[config.mk]
export PLATFORM = sky130hd
export DESIGN_NAME = measure_gain_integ
export DESIGN_NICKNAME = d
export VERILOG_FILES = /design/src/gain_integ_pkg.sv /design/src/gain_scale.sv /design/src/measure_gain_integ.sv
export SDC_FILE = /design/constraint.sdc
export NUM_CORES = 2
export LEC_CHECK = 0
export BUFFER_PORTS_ARGS = -buffer_cell sky130_fd_sc_hd__buf_2
export CAP_MARGIN = 20
export CORE_MARGIN = 1
export CORE_UTILIZATION = 25
export DETAILED_ROUTE_END_ITERATION = 10
export MAX_ROUTING_LAYER = met4
export REMOVE_ABC_BUFFERS = 1
export SKIP_LAST_GASP = 1
export SYNTH_ARGS = -nofsm -noshare
export SYNTH_HDL_FRONTEND = slang
export SYNTH_SLANG_ARGS = --single-unit
[constraint.sdc]
create_clock -name sys_clk_i -period 9.95 [get_ports sys_clk_i]
set_input_delay 0.995 -clock sys_clk_i [delete_from_list [all_inputs] [get_ports sys_clk_i]]
set_output_delay 0.995 -clock sys_clk_i [all_outputs]
set_load 0.02 [all_outputs]
[src/gain_integ_pkg.sv]
// constants shared by the measurement, gain and integration core
// assumes a 25 MHz system clock and a byte-wide register port
`default_nettype none
package gain_integ_pkg;
   // =========================================================
   // register offsets
   localparam logic [7:0] GAIN_CFG_ADDR  = 8'h00;
   localparam logic [7:0] INTEG_CFG_ADDR = 8'h01;
   localparam logic [7:0] CTRL_ADDR      = 8'h02;
   localparam logic [7:0] BUS_HI_ADDR    = 8'h10;
   localparam logic [7:0] BUS_LO_ADDR    = 8'h11;
   localparam logic [7:0] SENSE_HI_ADDR  = 8'h12;
   localparam logic [7:0] SENSE_LO_ADDR  = 8'h13;
   localparam logic [7:0] OVF_ADDR       = 8'h1c;
   localparam logic [7:0] POWER_HI_ADDR  = 8'h1d;
   localparam logic [7:0] POWER_LO_ADDR  = 8'h1e;
   // =========================================================
   // field positions
   localparam int IGAIN_LSB      = 0;
   localparam int VGAIN_LSB      = 3;
   localparam int SENSE_RES_BIT  = 6;
   localparam int BUS_RES_BIT    = 7;
   localparam int MODE_LSB       = 0;
   localparam int BUS_FILT_BIT   = 2;
   localparam int SENSE_FILT_BIT = 3;
   localparam int SAMPLE_COUNT_FIELD_LSB       = 4;
   localparam int INTEG_EN_BIT   = 0;
   localparam int RECALC_BIT     = 1;
   localparam int POWER_OVF_BIT  = 0;
   localparam int BUS_OVF_BIT    = 1;
   localparam int SENSE_OVF_BIT  = 2;
   // =========================================================
   // reset values and codes
   localparam logic [7:0] GAIN_CFG_RST  = 8'h00;
   localparam logic [7:0] INTEG_CFG_RST = 8'h00;
   localparam logic [1:0] MODE_PIN_POWER = 2'h0;
   localparam logic [1:0] MODE_SENSE     = 2'h1;
   localparam logic [1:0] MODE_BUS       = 2'h2;
   localparam logic [1:0] MODE_POWER     = 2'h3;
   localparam logic       CHAN_SENSE     = 1'b0;
   localparam logic       CHAN_BUS       = 1'b1;
   localparam logic [3:0] SAMPLE_COUNT_FIELD_MAX_CODE  = 4'hb;
   localparam logic [2:0] VGAIN_MAX_CODE = 3'h5;
   // =========================================================
   // widths and saturation
   localparam int ADC_W       = 14;
   localparam int RES11_DROP  = 3;
   localparam int RESULT_W    = 10;
   localparam int SENSE_ACC_W = 25;
   localparam int POWER_ACC_W = 39;
   localparam logic [RESULT_W-1:0] RESULT_MAX = 10'h3ff;
   localparam logic [7:0] SAT_HI_BYTE = 8'hff;
   localparam logic [7:0] SAT_LO_BYTE = 8'hc0;
   // =========================================================
   // timing: conversion and end-of-period calculation
   localparam int CLK_PERIOD_NS = 40;
   localparam int CONV11_NS     = 245000;
   localparam int CONV14_NS     = 475000;
   localparam int CALC_NS       = 265000;
   localparam int CONV11_CYCLES =
      (CONV11_NS + CLK_PERIOD_NS - 1) / CLK_PERIOD_NS;
   localparam int CONV14_CYCLES =
      (CONV14_NS + CLK_PERIOD_NS - 1) / CLK_PERIOD_NS;
   localparam int CALC_CYCLES   =
      (CALC_NS + CLK_PERIOD_NS - 1) / CLK_PERIOD_NS;
endpackage
`default_nettype wire

[src/gain_scale.sv]
// applies a power-of-two digital gain to an averaged value
// assumes the shift never exceeds 15
`default_nettype none
module gain_scale
   import gain_integ_pkg::*;
#(
   parameter int W = 14
) (
   input  wire logic [W-1:0]        avg_i,
   input  wire logic [4:0]          shift_i,
   output logic      [RESULT_W-1:0] result_o,
   output logic                     ovf_o
);
   localparam int EW = W + 16;

   logic [EW-1:0] ext;

   assign ext      = {16'h0000, avg_i} << shift_i;
   // any bit pushed above the value's own width is an overflow
   assign ovf_o    = |ext[EW-1:W];
   assign result_o = ext[W-1:W-RESULT_W];
endmodule
`default_nettype wire

[src/measure_gain_integ.sv]
// measurement scheduler, accumulators, digital gain and result registers
// assumes a serial slave delivers byte reads and writes on reg_* ports
// and the adc presents its finished sample on adc_sample_i
//
// How it works
// - sense and bus channels each pick 11- or 14-bit conversions.
// - filtering stretches a conversion to one and a half times.
// - separate filter enables for sense and bus channels.
// - power mode converts bus then sense for every power sample.
// - sense-only or bus-only modes convert just that channel.
// - samples per period come from the four-bit sample-count field.
// - power period grows with sample count and resolution.
// - current gain is 1x doubling to 128x by three-bit code.
// - voltage gain doubles to 32x; codes above five stay 32x.
// - both gains and both resolution bits share the gain register.
// - current-gain overflow sets sense flag, power flag if power overflowed.
// - current-gain overflow saturates sense result to ff, c0.
// - power overflow saturates power result to ff, c0.
// - voltage-gain overflow sets bus flag, power flag if power overflowed.
// - voltage-gain overflow saturates bus result to ff, c0.
// - raw accumulators are never altered by gain.
// - recalculate bit reworks results from stored sums with new gain.
// - sample code 0 is one sample, doubling to 2048, capped.
`default_nettype none
module measure_gain_integ
   import gain_integ_pkg::*;
#(
   parameter logic [19:0] CONV11_CYC = 20'(CONV11_CYCLES),
   parameter logic [19:0] CONV14_CYC = 20'(CONV14_CYCLES),
   parameter logic [19:0] CALC_CYC   = 20'(CALC_CYCLES)
) (
   input  wire logic             sys_clk_i,
   input  wire logic             rst_n_i,
   input  wire logic             reg_wr_i,
   input  wire logic             reg_rd_i,
   input  wire logic [7:0]       reg_addr_i,
   input  wire logic [7:0]       reg_wdata_i,
   output logic      [7:0]       reg_rdata_o,
   input  wire logic [ADC_W-1:0] adc_sample_i,
   output logic                  conv_start_o,
   output logic                  conv_bus_o,
   output logic                  conv_res14_o,
   output logic                  conv_filter_o,
   output logic                  result_update_o,
   output logic                  integrating_o
);
   typedef enum logic [1:0] {ST_READ, ST_LAUNCH, ST_CONVERT, ST_CALC}
      state_type;

   state_type              state_q;
   logic [7:0]             gain_cfg_q;
   logic [7:0]             integ_cfg_q;
   logic                   integ_en_q;
   logic                   recalc_q;
   logic [1:0]             run_mode_q;
   logic [1:0]             run_res_q;
   logic [1:0]             run_filt_q;
   logic [3:0]             run_shift_q;
   logic                   chan_q;
   logic [19:0]            timer_q;
   logic [11:0]            samp_cnt_q;
   logic [ADC_W-1:0]       last_bus_q;
   logic [SENSE_ACC_W-1:0] sense_accumulator_q;
   logic [SENSE_ACC_W-1:0] bus_accumulator_q;
   logic [POWER_ACC_W-1:0] power_accumulator_q;
   logic [SENSE_ACC_W-1:0] sense_total_q;
   logic [SENSE_ACC_W-1:0] bus_total_q;
   logic [POWER_ACC_W-1:0] power_total_q;
   logic [3:0]             tot_shift_q;
   logic [1:0]             tot_mode_q;
   logic [RESULT_W-1:0]    sense_res_q;
   logic [RESULT_W-1:0]    bus_res_q;
   logic [RESULT_W-1:0]    power_res_q;
   logic [2:0]             ovf_q;

   logic                   run_power;
   logic                   first_chan;
   logic                   conv_done;
   logic                   pair_half;
   logic                   period_end;
   logic                   calc_go;
   logic [ADC_W-1:0]       sample;
   logic [2:0]             igain;
   logic [2:0]             vgain;
   logic [3:0]             sample_count_field_code;
   logic [13:0]            sense_avg;
   logic [13:0]            bus_avg;
   logic [27:0]            power_avg;
   logic [RESULT_W-1:0]    sense_gained;
   logic [RESULT_W-1:0]    bus_gained;
   logic [RESULT_W-1:0]    average_current_result;
   logic                   i_ovf;
   logic                   v_ovf;
   logic                   p_ovf;
   logic                   calc_power;
   logic                   sense_flag;
   logic                   bus_flag;

   function automatic logic [19:0] conv_len(input logic res14,
                                            input logic filt);
      logic [19:0] base;
      base = res14 ? CONV14_CYC : CONV11_CYC;
      return filt ? base + (base >> 1) : base;
   endfunction

   // =========================================================
   // host-visible settings
   always_ff @(posedge sys_clk_i or negedge rst_n_i) begin
      if (!rst_n_i) begin
         gain_cfg_q  <= GAIN_CFG_RST;
         integ_cfg_q <= INTEG_CFG_RST;
         integ_en_q  <= 1'b0;
      end else if (reg_wr_i) begin
         unique case (reg_addr_i)
            GAIN_CFG_ADDR:  gain_cfg_q  <= reg_wdata_i;
            INTEG_CFG_ADDR: integ_cfg_q <= reg_wdata_i;
            CTRL_ADDR:      integ_en_q  <= reg_wdata_i[INTEG_EN_BIT];
            default: ;
         endcase
      end
   end

   // recalculate is a strobe; the bit itself never stores
   always_ff @(posedge sys_clk_i or negedge rst_n_i) begin
      if (!rst_n_i) begin
         recalc_q <= 1'b0;
      end else begin
         recalc_q <= reg_wr_i && reg_addr_i == CTRL_ADDR &&
                     reg_wdata_i[RECALC_BIT];
      end
   end

   // =========================================================
   // scheduling
   assign sample_count_field_code  = integ_cfg_q[SAMPLE_COUNT_FIELD_LSB +: 4];
   assign run_power  = run_mode_q == MODE_POWER ||
                       run_mode_q == MODE_PIN_POWER;
   assign first_chan = (run_mode_q == MODE_SENSE) ? CHAN_SENSE
                                                  : CHAN_BUS;
   assign conv_done  = state_q == ST_CONVERT && timer_q == 20'h00000;
   assign pair_half  = run_power && chan_q == CHAN_BUS;
   assign period_end = conv_done && !pair_half &&
                       samp_cnt_q + 12'h001 == 12'h001 << run_shift_q;
   assign calc_go    = (state_q == ST_CALC && timer_q == 20'h00000) ||
                       recalc_q;

   // mode, resolution, filter and sample-count settings are frozen for a whole period; edits apply to the next
   always_ff @(posedge sys_clk_i or negedge rst_n_i) begin
      if (!rst_n_i) begin
         run_mode_q  <= MODE_PIN_POWER;
         run_res_q   <= 2'b00;
         run_filt_q  <= 2'b00;
         run_shift_q <= 4'h0;
      end else if (state_q == ST_READ && integ_en_q) begin
         run_mode_q  <= integ_cfg_q[MODE_LSB +: 2];
         run_res_q   <= {gain_cfg_q[BUS_RES_BIT],
                         gain_cfg_q[SENSE_RES_BIT]};
         run_filt_q  <= {integ_cfg_q[BUS_FILT_BIT],
                         integ_cfg_q[SENSE_FILT_BIT]};
         run_shift_q <= (sample_count_field_code > SAMPLE_COUNT_FIELD_MAX_CODE) ? SAMPLE_COUNT_FIELD_MAX_CODE
                                                    : sample_count_field_code;
      end
   end

   // period length = read cycle + samples x (conversion lengths + one launch cycle each) + calculation
   // pin-controlled power runs here as free-run power
   always_ff @(posedge sys_clk_i or negedge rst_n_i) begin
      if (!rst_n_i) begin
         state_q    <= ST_READ;
         chan_q     <= CHAN_BUS;
         timer_q    <= 20'h00000;
         samp_cnt_q <= 12'h000;
      end else begin
         unique case (state_q)
            ST_READ: begin
               samp_cnt_q <= 12'h000;
               if (integ_en_q) begin
                  state_q <= ST_LAUNCH;
                  chan_q  <= (integ_cfg_q[MODE_LSB +: 2] == MODE_SENSE)
                             ? CHAN_SENSE : CHAN_BUS;
               end
            end
            ST_LAUNCH: begin
               if (!integ_en_q) begin
                  state_q <= ST_READ;
               end else begin
                  state_q <= ST_CONVERT;
                  timer_q <= conv_len(run_res_q[chan_q],
                                      run_filt_q[chan_q]) - 20'h00001;
               end
            end
            ST_CONVERT: begin
               if (!integ_en_q) begin
                  state_q <= ST_READ; // partial period is dropped
               end else if (timer_q != 20'h00000) begin
                  timer_q <= timer_q - 20'h00001;
               end else if (pair_half) begin
                  chan_q  <= CHAN_SENSE;
                  state_q <= ST_LAUNCH;
               end else begin
                  samp_cnt_q <= samp_cnt_q + 12'h001;
                  chan_q     <= first_chan;
                  if (period_end) begin
                     state_q <= ST_CALC;
                     timer_q <= CALC_CYC - 20'h00001;
                  end else begin
                     state_q <= ST_LAUNCH;
                  end
               end
            end
            ST_CALC: begin
               if (timer_q != 20'h00000) begin
                  timer_q <= timer_q - 20'h00001;
               end else begin
                  state_q <= ST_READ;
               end
            end
         endcase
      end
   end

   // =========================================================
   // accumulation
   // 11-bit conversions keep the 14-bit scale with low bits cleared
   assign sample = run_res_q[chan_q] ? adc_sample_i
      : {adc_sample_i[ADC_W-1:RES11_DROP], 3'h0};

   always_ff @(posedge sys_clk_i or negedge rst_n_i) begin
      if (!rst_n_i) begin
         sense_accumulator_q <= '0;
         bus_accumulator_q   <= '0;
         power_accumulator_q <= '0;
         last_bus_q          <= '0;
      end else if (state_q == ST_READ) begin
         sense_accumulator_q <= '0;
         bus_accumulator_q   <= '0;
         power_accumulator_q <= '0;
      end else if (conv_done) begin
         if (chan_q == CHAN_BUS) begin
            bus_accumulator_q <= bus_accumulator_q + SENSE_ACC_W'(sample);
            last_bus_q        <= sample;
         end else begin
            sense_accumulator_q <= sense_accumulator_q +
                                   SENSE_ACC_W'(sample);
            if (run_power) begin
               power_accumulator_q <= power_accumulator_q +
                  POWER_ACC_W'(last_bus_q) * POWER_ACC_W'(sample);
            end
         end
      end
   end

   // finished sums are kept apart so gain never touches them
   always_ff @(posedge sys_clk_i or negedge rst_n_i) begin
      if (!rst_n_i) begin
         sense_total_q <= '0;
         bus_total_q   <= '0;
         power_total_q <= '0;
         tot_shift_q   <= 4'h0;
         tot_mode_q    <= MODE_PIN_POWER;
      end else if (period_end && integ_en_q) begin
         sense_total_q <= sense_accumulator_q + SENSE_ACC_W'(
                          (chan_q == CHAN_SENSE) ? sample : 14'h0000);
         bus_total_q   <= bus_accumulator_q + SENSE_ACC_W'(
                          (chan_q == CHAN_BUS) ? sample : 14'h0000);
         power_total_q <= power_accumulator_q + (run_power ?
                          POWER_ACC_W'(last_bus_q) *
                          POWER_ACC_W'(sample) : '0);
         tot_shift_q   <= run_shift_q;
         tot_mode_q    <= run_mode_q;
      end
   end

   // =========================================================
   // averaging and digital gain
   assign sense_avg = 14'(sense_total_q >> tot_shift_q);
   assign bus_avg   = 14'(bus_total_q >> tot_shift_q);
   assign power_avg = 28'(power_total_q >> tot_shift_q);
   assign igain     = gain_cfg_q[IGAIN_LSB +: 3];
   assign vgain     = (gain_cfg_q[VGAIN_LSB +: 3] > VGAIN_MAX_CODE)
                      ? VGAIN_MAX_CODE : gain_cfg_q[VGAIN_LSB +: 3];

   gain_scale #(.W(14)) u_sense (
      .avg_i    (sense_avg),
      .shift_i  ({2'b00, igain}),
      .result_o (sense_gained),
      .ovf_o    (i_ovf)
   );

   gain_scale #(.W(14)) u_bus (
      .avg_i    (bus_avg),
      .shift_i  ({2'b00, vgain}),
      .result_o (bus_gained),
      .ovf_o    (v_ovf)
   );

   gain_scale #(.W(28)) u_power (
      .avg_i    (power_avg),
      .shift_i  (5'({2'b00, igain}) + 5'({2'b00, vgain})),
      .result_o (average_current_result),
      .ovf_o    (p_ovf)
   );

   assign calc_power = tot_mode_q == MODE_POWER ||
                       tot_mode_q == MODE_PIN_POWER;
   assign sense_flag = tot_mode_q != MODE_BUS &&
      (i_ovf || (calc_power && p_ovf && igain != 3'h0));
   assign bus_flag   = tot_mode_q != MODE_SENSE &&
      (v_ovf || (calc_power && p_ovf && vgain != 3'h0));

   // flags describe the most recent calculation or recalculation
   always_ff @(posedge sys_clk_i or negedge rst_n_i) begin
      if (!rst_n_i) begin
         sense_res_q <= '0;
         bus_res_q   <= '0;
         power_res_q <= '0;
         ovf_q       <= 3'h0;
      end else if (calc_go) begin
         ovf_q[SENSE_OVF_BIT] <= sense_flag;
         ovf_q[BUS_OVF_BIT]   <= bus_flag;
         ovf_q[POWER_OVF_BIT] <= calc_power && p_ovf;
         if (tot_mode_q != MODE_BUS) begin
            sense_res_q <= sense_flag ? RESULT_MAX : sense_gained;
         end
         if (tot_mode_q != MODE_SENSE) begin
            bus_res_q <= bus_flag ? RESULT_MAX : bus_gained;
         end
         if (calc_power) begin
            power_res_q <= p_ovf ? RESULT_MAX
                                 : average_current_result;
         end
      end
   end

   // =========================================================
   // register reads and strobes
   always_ff @(posedge sys_clk_i or negedge rst_n_i) begin
      if (!rst_n_i) begin
         reg_rdata_o <= 8'h00;
      end else if (reg_rd_i) begin
         unique case (reg_addr_i)
            GAIN_CFG_ADDR:  reg_rdata_o <= gain_cfg_q;
            INTEG_CFG_ADDR: reg_rdata_o <= integ_cfg_q;
            CTRL_ADDR:      reg_rdata_o <= {7'h00, integ_en_q};
            BUS_HI_ADDR:    reg_rdata_o <= bus_res_q[9:2];
            BUS_LO_ADDR:    reg_rdata_o <= {bus_res_q[1:0], 6'h00};
            SENSE_HI_ADDR:  reg_rdata_o <= sense_res_q[9:2];
            SENSE_LO_ADDR:  reg_rdata_o <= {sense_res_q[1:0], 6'h00};
            OVF_ADDR:       reg_rdata_o <= {5'h00, ovf_q};
            POWER_HI_ADDR:  reg_rdata_o <= power_res_q[9:2];
            POWER_LO_ADDR:  reg_rdata_o <= {power_res_q[1:0], 6'h00};
            default:        reg_rdata_o <= 8'h00;
         endcase
      end
   end

   always_ff @(posedge sys_clk_i or negedge rst_n_i) begin
      if (!rst_n_i) begin
         conv_start_o    <= 1'b0;
         conv_bus_o      <= 1'b0;
         conv_res14_o    <= 1'b0;
         conv_filter_o   <= 1'b0;
         result_update_o <= 1'b0;
         integrating_o   <= 1'b0;
      end else begin
         conv_start_o    <= state_q == ST_LAUNCH && integ_en_q;
         if (state_q == ST_LAUNCH) begin
            conv_bus_o    <= chan_q;
            conv_res14_o  <= run_res_q[chan_q];
            conv_filter_o <= run_filt_q[chan_q];
         end
         result_update_o <= calc_go;
         integrating_o   <= state_q != ST_READ;
      end
   end

   // =========================================================
   // checks
   logic        last_start_bus_q;
   logic [19:0] conv_cyc_q;

   always_ff @(posedge sys_clk_i or negedge rst_n_i) begin
      if (!rst_n_i) begin
         last_start_bus_q <= 1'b0;
         conv_cyc_q       <= 20'h00000;
      end else begin
         if (conv_start_o) begin
            last_start_bus_q <= conv_bus_o;
         end
         conv_cyc_q <= conv_start_o ? 20'h00002 : conv_cyc_q + 20'h00001;
      end
   end
endmodule
`default_nettype wire

* Word-level counts from Yosys, hierarchy flattened
Index checks and enable logic that the tools add are counted.
** Storage, ports and cells
- Logic and storage cells :: 189
- Flip-flop bits (word level) :: 308
- Input port bits :: 34
- Output and inout bits :: 14
** Operators by class
- Multiply operators :: 1
- $lt $le $gt $ge :: 3
- Reductions and logical operators :: 52
- Shift operators :: 7
- Bitwise gates (word level) :: 1
- Eq/ne operators :: 30
- Add/sub/neg operators :: 11
- Multiplexer cells :: 52
** Operators by type and width (count)
- $mux W39 :: 4
- $mux W25 :: 6
- $mux W20 :: 6
- $add A25 B14 Y25 :: 4
- $pmux W8 S10 :: 1
- $add A39 B28 Y39 :: 2
- $pmux W20 S3 :: 1
- $shl A14 B3 Y30 :: 2
- $eq A8 B5 Y1 const B :: 7
- $shr A25 B4 Y14 :: 2
- $reduce_or A16 Y1 :: 3
- $shl A28 B4 Y44 :: 1
- $mux W14 :: 3
- $shr A39 B4 Y28 :: 1
- $mux W12 :: 3
- $mux W10 :: 3
- $mul A14 B14 Y28 :: 1
- $mux W28 :: 1
- $pmux W12 S2 :: 1
- $logic_not A20 Y1 :: 1
- $reduce_bool A20 Y1 :: 1
- $sub A20 B1 Y20 const B :: 1
- $reduce_and A2 Y1 :: 8
- $sub A15 B1 Y16 const B :: 1
- 34 further kinds :: 93

* Logic depth before layout (Yosys ltp)
- Depth in word-level cells :: 11
- Depth in mapped cells :: 39

* Hierarchy
From an unflattened synthesis, not the netlist that was laid out.
** Unflattened totals
- Cell total of the unflattened synthesis :: 3802
- Area total of the unflattened synthesis :: 32780.2 um^2
** Modules (own cells, without submodules)
- measure_gain_integ :: instances 1, cells each 3420, area each 29679.7 um^2
- gain_scale at u_bus ... :: instances 2, cells each 111, area each 818.3 um^2
- gain_scale at u_power :: instances 1, cells each 160, area each 1463.9 um^2

* Worst setup path after synthesis
Ideal clock, no wire load.
- Path type :: input-to-reg
- Start :: in adc_sample_i[2]
- End :: reg power_accumulator_q[30]
- Data required time :: 9821 ps
- Path buffers :: 3
- Data arrival time :: 9416 ps
- Stages :: 35
- Path slack :: 406 ps
- Path through :: and3_1 -> or2_2 -> clkbuf_1 -> clkbuf_1 -> and2_1 -> fa_1 -> inv_1 -> fa_1 -> inv_1 -> fa_1 -> inv_1 -> fa_1 -> inv_1 -> fa_1 -> inv_1 -> fa_1 -> inv_1 -> ha_1 -> or3_1 -> o311a_1 -> o21a_1 -> o21ai_0 -> a21oi_1 -> or4_1 -> nand3_1 -> ha_1 -> clkbuf_1 -> nand4_1 -> or2_2 -> a2111oi_0 -> o21ai_0 -> a211oi_1 -> o31a_1 -> o2111ai_1 -> mux2i_1
** Between the ends
- Cells in the longest elaborated chain, start to end :: 7
** Ends and longest elaborated chain
- from (decl) :: RTL line measure_gain_integ.sv:39 : input wire logic [ADC_W-1:0] adc_sample_i,
- $mux W3 :: RTL line measure_gain_integ.sv:225 : assign sample = run_res_q[chan_q] ? adc_sample_i
- via sample[2] :: RTL line measure_gain_integ.sv:82 : logic [ADC_W-1:0] sample;
- $mul A14 B14 Y28 :: RTL line measure_gain_integ.sv:247 : POWER_ACC_W'(last_bus_q) * POWER_ACC_W'(sample);
- $add A39 B28 Y39 :: RTL line measure_gain_integ.sv:246 : power_accumulator_q <= power_accumulator_q +
- $mux W39 :: RTL line measure_gain_integ.sv:245 : if (run_power) begin
- $mux W39 :: RTL line measure_gain_integ.sv:239 : if (chan_q == CHAN_BUS) begin
- $mux W39 :: RTL line measure_gain_integ.sv:238 : end else if (conv_done) begin
- $mux W39 :: RTL line measure_gain_integ.sv:234 : end else if (state_q == ST_READ) begin
- to (signal assigned) :: RTL line measure_gain_integ.sv:246
- to (decl) :: RTL line measure_gain_integ.sv:65 : logic [POWER_ACC_W-1:0] power_accumulator_q;
The timed path passes the listed nets, and every way through them passes these cells. The select of a mux whose other input is x is not followed.
A chain may end at the register's enable or synchronous reset.

* Worst setup path after layout
- Start :: reg chan_q
- End :: reg power_total_q[33]
** Between the ends
- Cells in the longest elaborated chain, start to end :: 6
- Elaborated cells on any way between the ends :: 11
** Ends and longest elaborated chain
- from (decl) :: RTL line measure_gain_integ.sv:59 : logic chan_q;
- from (signal assigned) :: RTL line measure_gain_integ.sv:179 : chan_q <= (integ_cfg_q[MODE_LSB +: 2] == MODE_SENSE)
- from (signal assigned) :: RTL line measure_gain_integ.sv:202 : chan_q <= first_chan;
- $mux W1 (not written as such) (2 in a row) :: RTL line measure_gain_integ.sv:225
- $mux W3 :: RTL line measure_gain_integ.sv:225
- $mul A14 B14 Y28 :: RTL line measure_gain_integ.sv:267 : POWER_ACC_W'(last_bus_q) *
- $mux W28 :: RTL line measure_gain_integ.sv:266 : power_total_q <= power_accumulator_q + (run_power ?
- $add A39 B28 Y39 :: RTL line measure_gain_integ.sv:266
- to (signal assigned) :: RTL line measure_gain_integ.sv:266
- to (decl) :: RTL line measure_gain_integ.sv:68 : logic [POWER_ACC_W-1:0] power_total_q;
Several ways; a longest one is shown, not always the timed one. The select of a mux whose other input is x is not followed.

==> summary.json <==
{
  "worst_hold_path": {
    "hp-class": "primary input to async pin"
  },
  "critical_path": {
    "ff2ff_setup_slack_ns": 0.70,
    "worstReg2RegEnd": "power_total_q[33]",
    "worst-endpoint-required_ns": 10.39,
    "path_class": "flip-flop to flip-flop",
    "cp.arrival_ns": 9.69,
    "crit_path_max_incr_delay_ns": 0.54,
    "cp_max_fo": 7,
    "critPathSlowestCell": "sky130_fd_sc_hd__fa_1",
    "worstSetupStartpointType": "flip-flop",
    "timing.reg2reg.worst_path_depth": 33,
    "crit-reg2reg-launch": "chan_q",
    "cp-end-kind": "flip-flop"
  },
  "clock_tree": {
    "cts_made_buffers": 40,
    "tritoncts": "built",
    "clock_sinks": 305,
    "worst_setup_hold_path_clk_slew_ns": 0.06,
    "post_cts_resized": 0,
    "cts_root_buffer": "sky130_fd_sc_hd__clkbuf_16",
    "cts-htree-levels": 2,
    "post_cts.repair.setup_buffers": 0,
    "clkLatencyLatePin_ns": 0.57,
    "cts_hold_buf": 0,
    "cts.path.max_buffers": 3
  },
  "power": {
    "cell_area_power_density_mw_per_mm2": 341.8,
    "p_comb_share_pct": 75.8,
    "swShare_pct": 49.95,
    "power.clock.fraction_pct": 13.2,
    "irDropWorstVdd_mv": 0.5239,
    "static-leakage-power_uw": 0.01562,
    "relative_contribution_of_sequential_cells_to_total_power_pct": 11.0,
    "total_switching_power_uw": 5947,
    "p_int_uw": 5960
  },
  "synthesis": {
    "synth_async_sr_flop_share_pct": 100.0,
    "synthesis.area_per_instance_um2": 8.923,
    "synth_top_area_share_pct": 24.12,
    "synth_ff_type": "sky130_fd_sc_hd__dfrtp_1",
    "synth_commonest_cells": "sky130_fd_sc_hd__nand2_1, sky130_fd_sc_hd__dfrtp_1, sky130_fd_sc_hd__o21ai_0",
    "synth_cell_type_count": 79,
    "cell_type_contributing_the_most_total_cell_area_after_synthesis": "sky130_fd_sc_hd__dfrtp_1",
    "synthesis.yosys.warnings": 0,
    "yosys-top-cells-area": "sky130_fd_sc_hd__dfrtp_1, sky130_fd_sc_hd__fa_1, sky130_fd_sc_hd__ha_1, sky130_fd_sc_hd__mux4_2, sky130_fd_sc_hd__nand2_1",
    "yosysMostFrequentCell": "sky130_fd_sc_hd__nand2_1",
    "synth_edf_count": 0,
    "ys_seq_area_share_pct": 24.20,
    "synth_cells": 3535,
    "synth.cell_area_mm2": 0.03154,
    "ys_seq_elements": 305
  },
  "route": {
    "drtAntennaViolNets": 0,
    "detailedRoute.firstIterationViolations": 1784,
    "vias": 25884,
    "routed_via_density": 5.021,
    "avgRoutedWirePerCell_um": 17.01,
    "drc_errors": 0,
    "drt-total-wl_um": 87710,
    "firstDrtPassIters": 9
  },
  "sta": {
    "fin_hold_viols": 0,
    "setup-violations-final": 0,
    "postLayoutSetupSlackWorst_ns": 0.6981,
    "timing.clock.skew_ns": 0.01313,
    "setup_repair_after_global_routing_missed_its_margin": "no",
    "slew_viol_final": 0,
    "timing.final.crit_share_pct": 92.98,
    "tightestPinTransition_ns": 1.049,
    "slew_headroom_pct": 30.08,
    "fmax_ghz": 0.1081,
    "timing.hold.ws_ns": 0.4537,
    "setup_total_negative_slack_ns": 0,
    "finalCriticalPeriod_ns": 9.252
  },
  "global_route": {
    "grt_pass1_wl_um": 143000,
    "maximum_number_of_pins_on_one_net_before_global_route_repair": 86,
    "antenna_found_initial": 5,
    "first_global_vias": 25447,
    "track_usage_pct": 14.18,
    "grt_overflow": 0
  },
  "layout": {
    "flow.area_growth_from_synthesis_pct": 10.45,
    "final_layout_size_suffix_gt1_share_pct": 11.24,
    "finalNetCount": 3884,
    "finalNonFillerCells": 5155
  },
  "run_status": {
    "status": "completed"
  },
  "floorplanning": {
    "initial_core_util_pct": 25.35,
    "chipHeight_um": 357.2,
    "dieWidth_um": 357.2,
    "core.rowCount": 129,
    "ios": 48,
    "dieArea_mm2": 0.1276,
    "core_mm2": 0.1244
  },
  "placement": {
    "dp_hpwl_um": 65270,
    "io_buffers": 47,
    "routabilityCongestion": 0.8669,
    "pre_cts_slack_ns": 0.3530,
    "placed_cells": 5076
  },
  "run": {
    "drv.max_cap_violation_count": 0
  }
}
[worst max-delay path by stage]
| stage | startpoint | slack [ns] | end | depth (start not counted) |
|---|---|---|---|---|
| 6_report | chan_q | 0.70 | power_total_q[33] | 33 |
| 5_1_grt | chan_q | 0.12 | power_total_q[30] | 34 |
| 4_1_cts | chan_q | 0.72 | power_total_q[37] | 33 |
| 3_5_place_dp | adc_sample_i[2] | 0.35 | power_accumulator_q[30] | 34 |
| 3_3_place_gp | adc_sample_i[2] | 0.41 | power_total_q[30] | 33 |
| 2_1_floorplan | adc_sample_i[2] | 0.73 | power_accumulator_q[30] | 32 |
[power groups by stage]
stage / combinational [uW] / clock, uW / sequential, uW
after global placement: 8840 / 0 / 1330
after CTS: 9000 / 1610 / 1310
after detailed placement: 8920 / 0 / 1330
after floorplan: 6740 / 0 / 1330
final: 9030 / 1570 / 1310
after global routing: 10200 / 1660 / 1310
[per-layer routing]
metal  up-vias  global-route usage [%]  routed length [um]
met5         -                       -                   0
met4         0                   2.846                1302
met3        91                   1.679                4771
met2       619                   21.67               39050
met1     12777                   20.07               42580
li1      12397                       -                   -
[state kept, by name, summed over array words and instances (netlist names), 8 cells and up]
| signal | cells |
|---|---|
| power_accumulator_q | 39 |
| power_total_q | 36 |
| bus_accumulator_q | 25 |
| bus_total_q | 25 |
| sense_accumulator_q | 25 |
| sense_total_q | 25 |
| timer_q | 20 |
| last_bus_q | 14 |
| samp_cnt_q | 12 |
| bus_res_q | 10 |
| power_res_q | 10 |
| sense_res_q | 10 |
| gain_cfg_q | 8 |
| integ_cfg_q | 8 |
| reg_rdata_o | 8 |
[critical path: cells and delay by family (launching register included)]
family | cells | cell delay (ns)
adders and majority gates | 8 | 3.66
AOI/OAI and AO/OA | 11 | 2.45
and+or+nand+nor | 8 | 2.13
DFF | 1 | 0.53
buffers and inverters | 6 | 0.32
[kinds of logic (layout without fill, tap and decap cells)]
family | count (synthesis) | in the layout | share of synthesized area, %
adders and majority gates | 368 | 368 | 18.10
other | 0 | 4 | 0
AOI/OAI and AO/OA | 783 | 783 | 15.57
xor gates and xnor gates | 160 | 160 | 4.442
muxes | 310 | 310 | 14.78
and+or+nand+nor | 1167 | 1167 | 17.39
DFF | 305 | 305 | 24.20
buffers and inverters | 442 | 421 | 5.517
[area by class of cell]
type / count / area, um^2
clock buffer: 54 / 1135
fill: 13139 / 89600
multi-input combinational: 2788 / 22170
clock inverter: 20 / 279.0
sequential: 305 / 7645
tap: 1637 / 2048
timing repair buffer: 94 / 601.8
antenna: 4 / 10.01
inverter: 253 / 949.7
[metrics by stage]
step                total power [uW]  instance area, um^2  utilization [%]
detailed placement             10250                33410            26.84
global placement               10170                33410            26.84
floorplan                       8066                30750                -
global route                   13130                34840            28.00
CTS                            11910                34820            27.98
finish                         11910                34840            28.00
[placed cells by master, fill, tap and decap left out, drive strengths merged, types with 21 or more instances in the layout]
master	netlist	final
and3	27	27
a211oi	22	22
nor2b	45	45
xnor2	92	92
a31oi	34	34
mux2	91	91
clkbuf	134	54
xor2	68	68
o21ai	282	282
buf	55	94
nand2b	31	31
dfrtp	304	304
fa	147	147
a21oi	155	155
a21o	70	70
or3	21	21
nand2	466	466
o31ai	25	25
mux2i	104	104
ha	221	221
and2	145	145
nand3	101	101
inv	252	255
nor3	56	56
nor2	202	202
nand4	23	23
mux4	115	115
No activity file was read; power rests on OpenSTA's default activity.
